--- config.mk ---
export PLATFORM = sky130hd
export DESIGN_NAME = spi_status_data_path
export DESIGN_NICKNAME = d
export VERILOG_FILES = /design/src/core/spi_dp_pkg.sv /design/src/core/spi_pin_sync.sv /design/src/core/spi_rate_gen.sv /design/src/core/spi_status_data_path.sv
export SDC_FILE = /design/constraint.sdc
export NUM_CORES = 1
export LEC_CHECK = 0
export BUFFER_PORTS_ARGS = -buffer_cell sky130_fd_sc_hd__buf_4
export CORE_MARGIN = 2
export CORE_UTILIZATION = 50
export DETAILED_ROUTE_END_ITERATION = 16
export GPL_TIMING_DRIVEN = 0
export PLACE_DENSITY = 0.83
export SYNTH_ARGS = -nofsm -noshare
export SYNTH_HDL_FRONTEND = slang
export SYNTH_SLANG_ARGS = --single-unit
--- constraint.sdc ---
create_clock -name mclk -period 1.97 [get_ports mclk]
set_input_delay 0.0985 -clock mclk [delete_from_list [all_inputs] [get_ports mclk]]
set_output_delay 0.0985 -clock mclk [all_outputs]
set_load 0.02 [all_outputs]
--- src/core/spi_dp_pkg.sv ---
// constants, register layout and carrier types of the spi status/data path
// assumes an apb slave with 32-bit data, one aligned word per register
package spi_dp_pkg;

    // -----------------------------------------------------------------
    // register map
    // -----------------------------------------------------------------
    localparam logic [7:0] ctrl_addr = 8'h00;
    localparam logic [7:0] stat_addr = 8'h04;
    localparam logic [7:0] data_addr = 8'h08;

    // -----------------------------------------------------------------
    // spi_control bits
    // -----------------------------------------------------------------
    localparam int ctrl_rx_irq_en_bit = 7;
    localparam int ctrl_master_bit = 5;
    localparam int ctrl_cpol_bit = 4;
    localparam int ctrl_cpha_bit = 3;
    localparam int ctrl_enable_bit = 1;
    localparam int ctrl_tx_irq_en_bit = 0;
    localparam logic [7:0] ctrl_reset = 8'h28;
    localparam logic [7:0] ctrl_wmask = 8'hBB;

    // -----------------------------------------------------------------
    // spi_status_control bits
    // -----------------------------------------------------------------
    localparam int stat_rx_full_bit = 7;
    localparam int stat_err_irq_en_bit = 6;
    localparam int stat_overflow_bit = 5;
    localparam int stat_fault_bit = 4;
    localparam int stat_tx_empty_bit = 3;
    localparam int stat_fault_en_bit = 2;
    localparam int stat_rate_hi_bit = 1;
    localparam int stat_rate_lo_bit = 0;

    // -----------------------------------------------------------------
    // counts
    // -----------------------------------------------------------------
    localparam int byte_bits = 8;
    localparam int div_w = 8;

    typedef enum logic [1:0] {
        rate_div2,
        rate_div8,
        rate_div32,
        rate_div128
    } rate_sel_t;

    typedef struct packed {
        logic enable;
        logic master;
        logic cpol;
        logic cpha;
        logic fault_detect_en;
        rate_sel_t rate;
    } spi_cfg_t;

    typedef struct packed {
        logic sck_o;
        logic sck_oe;
        logic mosi_o;
        logic mosi_oe;
        logic miso_o;
        logic miso_oe;
    } spi_pins_out_t;

    typedef struct packed {
        logic sck;
        logic mosi;
        logic miso;
        logic ss_n;
    } spi_pins_in_t;

    // half-period of the serial clock in mclk cycles: rate_divisor
    function automatic logic [div_w-1:0] rate_divisor(input rate_sel_t r);
        case (r)
            rate_div2: rate_divisor = 8'h02;
            rate_div8: rate_divisor = 8'h08;
            rate_div32: rate_divisor = 8'h20;
            default: rate_divisor = 8'h80;
        endcase
    endfunction : rate_divisor

endpackage : spi_dp_pkg

--- src/core/spi_pin_sync.sv ---
// three-stage synchroniser for the spi input pins
// assumes asynchronous pins; a change counts once stages two and three agree
`timescale 1ns/1ps
module spi_pin_sync
(
    input wire logic mclk,
    input wire logic srst,
    input wire spi_dp_pkg::spi_pins_in_t pins_raw,
    output spi_dp_pkg::spi_pins_in_t pins_sync
);
    import spi_dp_pkg::*;

    typedef struct packed {
        spi_pins_in_t s1;
        spi_pins_in_t s2;
        spi_pins_in_t s3;
        spi_pins_in_t q;
    } sync_state_t;

    sync_state_t st_ff;
    sync_state_t nxt_st;

    always_comb
    begin
        nxt_st = st_ff;
        nxt_st.s1 = pins_raw;
        nxt_st.s2 = st_ff.s1;
        nxt_st.s3 = st_ff.s2;
        // only an agreed level moves the output, so a glitch is filtered
        for (int i = 0; i < 4; i++)
        begin
            if (st_ff.s2[i] == st_ff.s3[i])
            begin
                nxt_st.q[i] = st_ff.s3[i];
            end
        end
    end

    always_ff @(posedge mclk)
    begin
        if (srst)
        begin
            // idle levels: clock low, select high, so no false edge follows reset
            st_ff <= '{s1: 4'h1, s2: 4'h1, s3: 4'h1, q: 4'h1};
        end
        else
        begin
            st_ff <= nxt_st;
        end
    end

    assign pins_sync = st_ff.q;

endmodule : spi_pin_sync

--- src/core/spi_rate_gen.sv ---
// master serial clock tick generator
// assumes mclk is the base clock output; emits one tick per sck half-period
`timescale 1ns/1ps
module spi_rate_gen
(
    input wire logic mclk,
    input wire logic srst,
    input wire logic run,
    input wire spi_dp_pkg::rate_sel_t rate,
    output logic tick
);
    import spi_dp_pkg::*;

    typedef struct packed {
        logic [div_w-1:0] cnt;
        logic tick;
    } rate_state_t;

    rate_state_t st_ff;
    rate_state_t nxt_st;

    // sck = base_clock_out / (2 * rate_divisor): one half-period per divisor count
    always_comb
    begin
        nxt_st = st_ff;
        nxt_st.tick = 1'b0;
        if (!run)
        begin
            nxt_st.cnt = '0;
        end
        else if (st_ff.cnt == rate_divisor(rate) - 8'h01)
        begin
            nxt_st.cnt = '0;
            nxt_st.tick = 1'b1;
        end
        else
        begin
            nxt_st.cnt = st_ff.cnt + 8'h01;
        end
    end

    always_ff @(posedge mclk)
    begin
        if (srst)
        begin
            st_ff <= '0;
        end
        else
        begin
            st_ff <= nxt_st;
        end
    end

    assign tick = st_ff.tick;

endmodule : spi_rate_gen

--- src/core/spi_status_data_path.sv ---
// spi control, status and data path behind an apb slave
// assumes one mclk domain; spi pins are asynchronous and are synchronised here
//
// Function
// - set transmit-empty each time a byte moves to the shift register
// - interrupt when transmit-empty and its interrupt enable are both set
// - reset sets transmit-empty
// - idle block moves written byte to shifter, empty again within two cycles
// - busy slave defers shifter load until current transfer ends
// - fault flag can set only while fault detect enable is one
// - clearing fault detect enable leaves a set fault flag unchanged
// - enabled master without fault detect frees select pin, ignores its level
// - enabled master with fault detect keeps select as spi input
// - enabled slave always uses select pin as spi input
// - slave with fault detect low only suppresses the fault flag
// - rate code 00,01,10,11 selects divisor 2,8,32,128 in master mode
// - rate select ignored as slave; reset clears both bits
// - master sck equals base clock over twice the divisor
// - data register write loads transmit buffer
// - data register read returns receive buffer
// - transmit and receive buffers are separate storage
// - any data register read clears receive-full
// - status read with fault set then data write clears fault
//
// Our own choices: the register offsets and the APB register port.
`timescale 1ns/1ps
module spi_status_data_path
(
    input wire logic mclk,
    input wire logic srst,
    input wire logic psel,
    input wire logic penable,
    input wire logic pwrite,
    input wire logic [7:0] paddr,
    input wire logic [31:0] pwdata,
    output logic [31:0] prdata,
    output logic pready,
    output logic pslverr,
    input wire spi_dp_pkg::spi_pins_in_t pins_in,
    output spi_dp_pkg::spi_pins_out_t pins_out,
    output logic ss_gpio_free,
    output logic irq
);
    import spi_dp_pkg::*;

    typedef enum logic [1:0] {
        st_idle,
        st_shift,
        st_done
    } xfer_t;

    typedef struct packed {
        logic [7:0] ctrl;
        logic err_irq_en;
        logic fault_en;
        rate_sel_t rate;
        logic rx_full;
        logic overflow;
        logic fault;
        logic fault_armed;
        logic tx_empty;
        logic [7:0] tx_buf;
        logic [7:0] rx_buf;
        logic [7:0] shreg;
        logic [3:0] bitcnt;
        xfer_t xfer;
        logic sck_lvl;
        logic half;
        logic sck_prev;
        logic ss_prev;
        logic mosi_o;
        logic miso_o;
        logic [31:0] rdata;
    } core_state_t;

    core_state_t st_ff;
    core_state_t nxt_st;
    spi_pins_in_t pins_s;
    logic tick;
    logic wr_acc;
    logic rd_acc;
    logic en;
    logic is_master;
    logic ss_used;
    logic sck_edge;
    logic lead_edge;
    logic samp_edge;

    // -----------------------------------------------------------------
    // leaves
    // -----------------------------------------------------------------
    spi_pin_sync u_sync
    (
        .mclk(mclk),
        .srst(srst),
        .pins_raw(pins_in),
        .pins_sync(pins_s)
    );

    spi_rate_gen u_rate
    (
        .mclk(mclk),
        .srst(srst),
        .run(en && is_master && st_ff.xfer == st_shift),
        .rate(st_ff.rate),
        .tick(tick)
    );

    // -----------------------------------------------------------------
    // decode
    // -----------------------------------------------------------------
    assign en = st_ff.ctrl[ctrl_enable_bit];
    assign is_master = st_ff.ctrl[ctrl_master_bit];
    assign wr_acc = psel && penable && pwrite;
    assign rd_acc = psel && penable && !pwrite;
    // select pin is an spi input for slaves and for masters with fault detect
    assign ss_used = en && (!is_master || st_ff.fault_en);
    assign ss_gpio_free = !ss_used;
    // slave edges: leading edge shifts out (cpha=1), trailing samples
    assign sck_edge = pins_s.sck != st_ff.sck_prev;
    assign lead_edge = sck_edge && (pins_s.sck != st_ff.ctrl[ctrl_cpol_bit]);
    assign samp_edge = st_ff.ctrl[ctrl_cpha_bit] ? (sck_edge && !lead_edge) : lead_edge;

    always_comb
    begin
        nxt_st = st_ff;
        nxt_st.sck_prev = pins_s.sck;
        nxt_st.ss_prev = pins_s.ss_n;

        // -------------------------------------------------------------
        // register writes
        // -------------------------------------------------------------
        if (wr_acc && paddr == ctrl_addr)
        begin
            nxt_st.ctrl = pwdata[7:0] & ctrl_wmask;
        end
        if (wr_acc && paddr == stat_addr)
        begin
            nxt_st.err_irq_en = pwdata[stat_err_irq_en_bit];
            // fault flag is not touched by this write
            nxt_st.fault_en = pwdata[stat_fault_en_bit];
            nxt_st.rate = rate_sel_t'(pwdata[stat_rate_hi_bit:stat_rate_lo_bit]);
        end
        if (wr_acc && paddr == data_addr)
        begin
            nxt_st.tx_buf = pwdata[7:0];
            nxt_st.tx_empty = 1'b0;
            if (st_ff.fault_armed)
            begin
                nxt_st.fault = 1'b0;
                nxt_st.fault_armed = 1'b0;
            end
        end
        if (rd_acc && paddr == stat_addr && st_ff.fault)
        begin
            nxt_st.fault_armed = 1'b1;
        end
        if (rd_acc && paddr == data_addr)
        begin
            nxt_st.rx_full = 1'b0;
            nxt_st.overflow = 1'b0;
        end

        // -------------------------------------------------------------
        // transfer engine
        // -------------------------------------------------------------
        case (st_ff.xfer)
            st_idle:
            begin
                // idle: buffered byte moves to shifter next cycle, slave too, so it
                // is in place before the first select or clock edge
                if (en && !st_ff.tx_empty)
                begin
                    nxt_st.shreg = st_ff.tx_buf;
                    nxt_st.tx_empty = 1'b1;
                    nxt_st.bitcnt = '0;
                    nxt_st.half = 1'b0;
                    nxt_st.sck_lvl = st_ff.ctrl[ctrl_cpol_bit];
                    nxt_st.mosi_o = st_ff.tx_buf[7];
                    nxt_st.miso_o = st_ff.tx_buf[7];
                    nxt_st.xfer = st_shift;
                end
            end
            st_shift:
            begin
                // shifter stays busy; a new write waits in tx_buf
                if (is_master && tick)
                begin
                    // divisor only acts here, in master mode
                    nxt_st.sck_lvl = !st_ff.sck_lvl;
                    nxt_st.half = !st_ff.half;
                    if (!st_ff.half)
                    begin
                        nxt_st.shreg = {st_ff.shreg[6:0], pins_s.miso};
                        nxt_st.bitcnt = st_ff.bitcnt + 4'h1;
                    end
                    else
                    begin
                        nxt_st.mosi_o = st_ff.shreg[7];
                        if (st_ff.bitcnt == 4'(byte_bits))
                        begin
                            nxt_st.xfer = st_done;
                        end
                    end
                end
                else if (!is_master)
                begin
                    if (samp_edge && !pins_s.ss_n)
                    begin
                        nxt_st.shreg = {st_ff.shreg[6:0], pins_s.mosi};
                        nxt_st.bitcnt = st_ff.bitcnt + 4'h1;
                        if (st_ff.bitcnt == 4'(byte_bits - 1))
                        begin
                            nxt_st.xfer = st_done;
                        end
                    end
                    else if (sck_edge && !samp_edge && !pins_s.ss_n)
                    begin
                        nxt_st.miso_o = st_ff.shreg[7];
                    end
                end
                if (!en)
                begin
                    nxt_st.xfer = st_idle;
                end
            end
            st_done:
            begin
                if (st_ff.rx_full)
                begin
                    nxt_st.overflow = 1'b1;
                end
                else
                begin
                    nxt_st.rx_buf = st_ff.shreg;
                    nxt_st.rx_full = 1'b1;
                end
                nxt_st.sck_lvl = st_ff.ctrl[ctrl_cpol_bit];
                nxt_st.xfer = st_idle;
            end
            default:
            begin
                nxt_st.xfer = st_idle;
            end
        endcase

        // -------------------------------------------------------------
        // mode fault; hardware set wins over the software clear
        // -------------------------------------------------------------
        if (en && st_ff.fault_en)
        begin
            if ((is_master && !pins_s.ss_n)
                || (!is_master && st_ff.xfer == st_shift && pins_s.ss_n && !st_ff.ss_prev))
            begin
                nxt_st.fault = 1'b1;
            end
        end

        // -------------------------------------------------------------
        // read data, decoded in the setup cycle and registered for the access cycle
        // -------------------------------------------------------------
        nxt_st.rdata = '0;
        if (psel && !penable && !pwrite)
        begin
            case (paddr)
                ctrl_addr: nxt_st.rdata = {24'h000000, st_ff.ctrl};
                stat_addr: nxt_st.rdata = {24'h000000, st_ff.rx_full, st_ff.err_irq_en,
                    st_ff.overflow, st_ff.fault, st_ff.tx_empty, st_ff.fault_en,
                    st_ff.rate};
                data_addr: nxt_st.rdata = {24'h000000, st_ff.rx_buf};
                default: nxt_st.rdata = '0;
            endcase
        end
    end

    always_ff @(posedge mclk)
    begin
        if (srst)
        begin
            st_ff <= '0;
            st_ff.ctrl <= ctrl_reset;
            st_ff.tx_empty <= 1'b1;
            st_ff.rate <= rate_div2;
            st_ff.sck_prev <= 1'b0;
            st_ff.ss_prev <= 1'b1;
            st_ff.xfer <= st_idle;
        end
        else
        begin
            st_ff <= nxt_st;
        end
    end

    // -----------------------------------------------------------------
    // outputs
    // -----------------------------------------------------------------
    assign prdata = st_ff.rdata;
    assign pready = 1'b1;
    assign pslverr = psel && penable && !(paddr == ctrl_addr || paddr == stat_addr
        || paddr == data_addr);
    // interrupt sources share one line; rx and error enables ride along
    assign irq = (st_ff.tx_empty && st_ff.ctrl[ctrl_tx_irq_en_bit])
        || (st_ff.rx_full && st_ff.ctrl[ctrl_rx_irq_en_bit])
        || ((st_ff.fault || st_ff.overflow) && st_ff.err_irq_en);

    always_comb
    begin
        pins_out.sck_o = st_ff.sck_lvl;
        pins_out.sck_oe = en && is_master;
        pins_out.mosi_o = st_ff.mosi_o;
        pins_out.mosi_oe = en && is_master;
        pins_out.miso_o = st_ff.miso_o;
        // slave drives miso only while selected
        pins_out.miso_oe = en && !is_master && !pins_s.ss_n;
    end

endmodule : spi_status_data_path

==> results.md <==
Routing:
- The via count is ~3400.
- The per-cell via count in the routed design is 5.340.
- The number of DRC violations after detailed-routing iteration 0 is 240.
- The pre-antenna-repair detailed-routing pass consisted of 5 iterations.
- In the final routed layout, each cell accounts on average for 14.59 um.
- The total routed wirelength is around 9000 um.
- In this run the remaining antenna-violating nets after routing total 0.
- After detailed routing, the number of remaining DRC violations is 0.

Worst setup path:
- On the worst path, the slowest cell contributes a delay of between 600 and 700 ps.
- Along the worst path, the maximum fanout reaches 10.
- The arrival time of the worst setup path is ~2100 ps.
- The classification of the worst setup path is reg2reg.
- The worst endpoint required time is roughly 2200 ps.
- The number of cells on the worst reg-to-reg path is 5.
- In this run the critical register-to-register path is launched from st_ff[39].
- The endpoint of the most critical register-to-register path is st_ff[49].
- The signal on the critical path passes through buf_6 > nor4b_4 > mux2_1 > o21ai_1 > a31oi_1.
- The type of destination of the critical path is a register.
- On the critical path, the stage with the largest delay is an instance of sky130_fd_sc_hd__nor4b_4.
- STA classifies the critical path startpoint as a register.
- The setup check on the worst reg-to-reg path leaves a slack of between 100 and 150 ps.

Min path:
- The origin of the worst min-delay path is pwdata[2].
- The worst hold path was traced through 3 stages.
- The worst hold path terminates at st_ff[75].
- The worst hold path belongs to the class in2reg.

Yosys:
- After synthesis, the share of flip-flops with an asynchronous set or reset is 0.
- By count the netlist is led by sky130_fd_sc_hd__dfxtp_1 (84), sky130_fd_sc_hd__nor2_1 (52), sky130_fd_sc_hd__buf_4 (38).
- Yosys instantiated no cell more often than sky130_fd_sc_hd__dfxtp_1.
- The sequential area share after synthesis is 0.4186.
- Of the total synthesized cell area, the portion taken by AND, OR, NAND and NOR gates is 0.2024.
- In the synthesized netlist the dominant register cell turns out to be sky130_fd_sc_hd__dfxtp_1.
- After synthesis the netlist holds a flip-flop and latch count of 84.
- Of the total synthesized cell area, the portion taken by full adders, half adders and majority gates is 0.009343.
- The xor/xnor share of the synthesized area is 0.01713.
- The biggest area contributor in the post-synthesis netlist is sky130_fd_sc_hd__dfxtp_1.
- Each instance of the synthesized netlist takes up on average 9.090 um2.
- The synthesized cell area is about 4000 um2.
- The number of distinct library cells after synthesis is 59.
- After synthesis, the cell types taking the most area are sky130_fd_sc_hd__dfxtp_1 (42%), sky130_fd_sc_hd__mux2i_1 (8.7%), sky130_fd_sc_hd__buf_4 (7.1%).
- The multiplexer fraction of the synthesized cell area is 0.1180.
- The synthesis warning total is 0.
- Of the post-synthesis cell area, the dominant cell type holds 0.4186.
- In the synthesized netlist, the number of instances is roughly 440.
- The complex-gate fraction of the synthesized area came to 0.1246.
- The number of synthesized flops with an enable pin is 0.
- The main combinational cell family by area after synthesis is simple AND/OR/NAND/NOR gates.

Layout:
- The repair_antennas step left the layout with diodes totalling 0.
- The post-layout instance count excluding filler cells is between 600 and 700.
- After routing the design area is ~4800 um2.
- In the final layout, the share of cells above drive strength 1 is 0.2239.
- The synthesis-to-layout area growth is 19.12%.
- The net count of the finished layout is approximately 580.

Floorplan:
- The I/O pin total is 91.
- The standard cell core area is slightly below 8000 um2.
- The die covers slightly below 9000 um2.
- The number of rows created at floorplan is 32.
- For this configuration, the core starts out at a cell density of 0.5172.
- Measured along the x axis, the die boundary spans roughly 94 um.
- The floorplan step set the die height to 93.64 um.

Pwr:
- The relative contribution of sequential cells to total power is 0.555.
- The worst supply voltage drop on vdd is around 300 uV.
- The analysis attributes to cell leakage a power of ~2.0 nW.
- The switching part of the total power is 0.2294.
- Of the total power, the clock network draws 0.377.
- The power after layout is a little over 3 mW.
- The internal power of the cells totals approximately 2.4 mW.
- Dividing total power by cell area gives a power density of about 640 nW/um2.
- The combinational power share is 0.069.
- The switching power total is around 700 uW.

Place:
- Once placement finished, the instance area stood at between 4000 and 5000 um2.
- The number of port buffers is 39.
- The routability-driven placement congestion ratio is approximately 0.9.
- The estimated wirelength of the detail-placed design is ~6600 um.
- Once placement completed, the tool counted placed cells totaling just over 600.

Clock tree:
- The number of setup buffers added after CTS is 0.
- The clock tree root buffer cell is sky130_fd_sc_hd__clkbuf_8.
- The TritonCTS clock tree is yes.
- CTS saw 84 sinks.
- The clock-pin transition on the worst setup and hold timing paths is about 80 ps.
- The number of buffers created by CTS is 9.
- The deepest clock path buffer count is 2.
- For the worst-skew pair, the clock arrives at the later sink with an insertion delay of between 300 and 400 ps.
- The H-tree generated during clock tree synthesis spans 3 levels.

Timing:
- The worst pin sits at a relative slew slack of 0.5063.
- The clock arrives with ~13 ps of skew.
- The maximum operating frequency is about 540 MHz.
- The number of hold-slack violations in the final timing report is 0.
- For the pin with the worst max-slew slack, the measured transition is between 700 and 800 ps.
- The final cycle utilization of the critical path is 0.9414.
- The final setup violation count is 0.
- Setup repair after global routing left no endpoint under its margin.
- In the final timing run, aggregate negative setup slack is 0 ps.
- For the finished layout, the period the worst path requires is about 1900 ps.
- The number of max-slew violations in the final report is 0.

Global routing:
- The initial antenna violation count is 0.
- The total congestion overflow is 0.
- The maximum number of pins on one net before global-route repair is 14.
- The via count of the first global-routing pass was 3210.
- The first-pass GRT wire length is between 10000 and 15000 um.
- The all-layer global routing usage is 0.2190.

Run:
- Across the run, the number of max-cap violations was 0.

Outcome:
- The flow ran to the end, and the final reports show no timing, DRC or antenna violations.
kinds of logic (layout without fill, tap and decap cells):
logic type                 count (synthesis)  count (layout)
DFF                                       84              84
AOI/OAI and AO/OA                         78              78
buffers and inverters                     71             133
xor gates and xnor gates                   7               7
adders and majority gates                  3               3
muxes                                     45              45
other                                      2              25
and+or+nand+nor                          152             152
metrics by stage:
step	hold slack, ps	setup slack, ps	utilization
2_1_floorplan	202.3	405.1	-
3_3_place_gp	284.5	183.7	0.5825
3_5_place_dp	288.7	175.9	0.5825
4_1_cts	1.355	142.3	0.6149
5_1_grt	0.9599	12.06	0.6161
6_report	5.512	115.4	0.6161
what timing repair did:
item / in CTS / in global routing
gates resized for setup: 0 / 0
hold endpoints to repair: 9 / 1
hold buffers: 7 / 1
layout by cell type (no fill, tap or decap), drive strengths merged, types with 3 or more instances in the layout:
cell,instances
a21oi,20
a22oi,4
a31oi,9
and3,5
buf,88
clkbuf,23
clkinv,4
conb,25
dfxtp,84
dlygate4sd3,8
ha,3
inv,9
mux2,9
mux2i,36
nand2,24
nand2b,3
nand3,12
nand4,6
nor2,53
nor2b,14
nor3,9
nor4b,6
o211ai,3
o21ai,27
or2,5
xnor2,5
worst max path at each step:
| stage | end | slack, ps | start |
|---|---|---|---|
| after detailed placement | st_ff[49] | 180 | st_ff[39] |
| after global routing | ss_gpio_free | 10 | is_master |
| after global placement | st_ff[45] | 180 | st_ff[39] |
| final | st_ff[49] | 120 | st_ff[39] |
| after CTS | st_ff[42] | 140 | st_ff[81] |
| after floorplan | st_ff[51] | 410 | st_ff[39] |
area by class of cell:
cell class | count | area, um2
tap | 102 | 127.6
timing repair buffer | 47 | 372.9
inverter | 9 | 33.78
sequential | 84 | 1682
fill | 664 | 2982
buffer | 62 | 400.4
clock inverter | 5 | 53.80
clock buffer | 10 | 127.6
multi-input combinational | 310 | 1988
power groups by stage:
stage          sequential [mW]  combinational, mW  clock, mW
2_1_floorplan             1.75              0.133          0
3_3_place_gp              1.75              0.193          0
3_5_place_dp              1.75              0.196          0
4_1_cts                   1.71              0.207       1.17
5_1_grt                   1.71              0.229       1.25
6_report                  1.71              0.211       1.16
sequential cells by signal, summed over array words and instances, names as in the netlist, 3 cells and up:
register,count
prdata,8
u_rate.st_ff,8
pins_out,3
st_ff,46
u_sync.st_ff,4
u_sync.pins_sync,4
u_sync.nxt_st,8
per-layer routing:
metal,part of all wire,track usage
met5,0,0
met4,0.019,0.1063
met3,0.061,0.04110
met2,0.49,0.3759
met1,0.43,0.2627
worst max-delay path: cells and delay by family (launching register included):
kind / cells / cell delay [ps]
muxes: 1 / 400
buffers and inverters: 1 / 130
and+or+nand+nor: 1 / 690
DFF: 1 / 320
AOI/OAI and AO/OA: 2 / 180
Power figures use the tool's default switching activity.
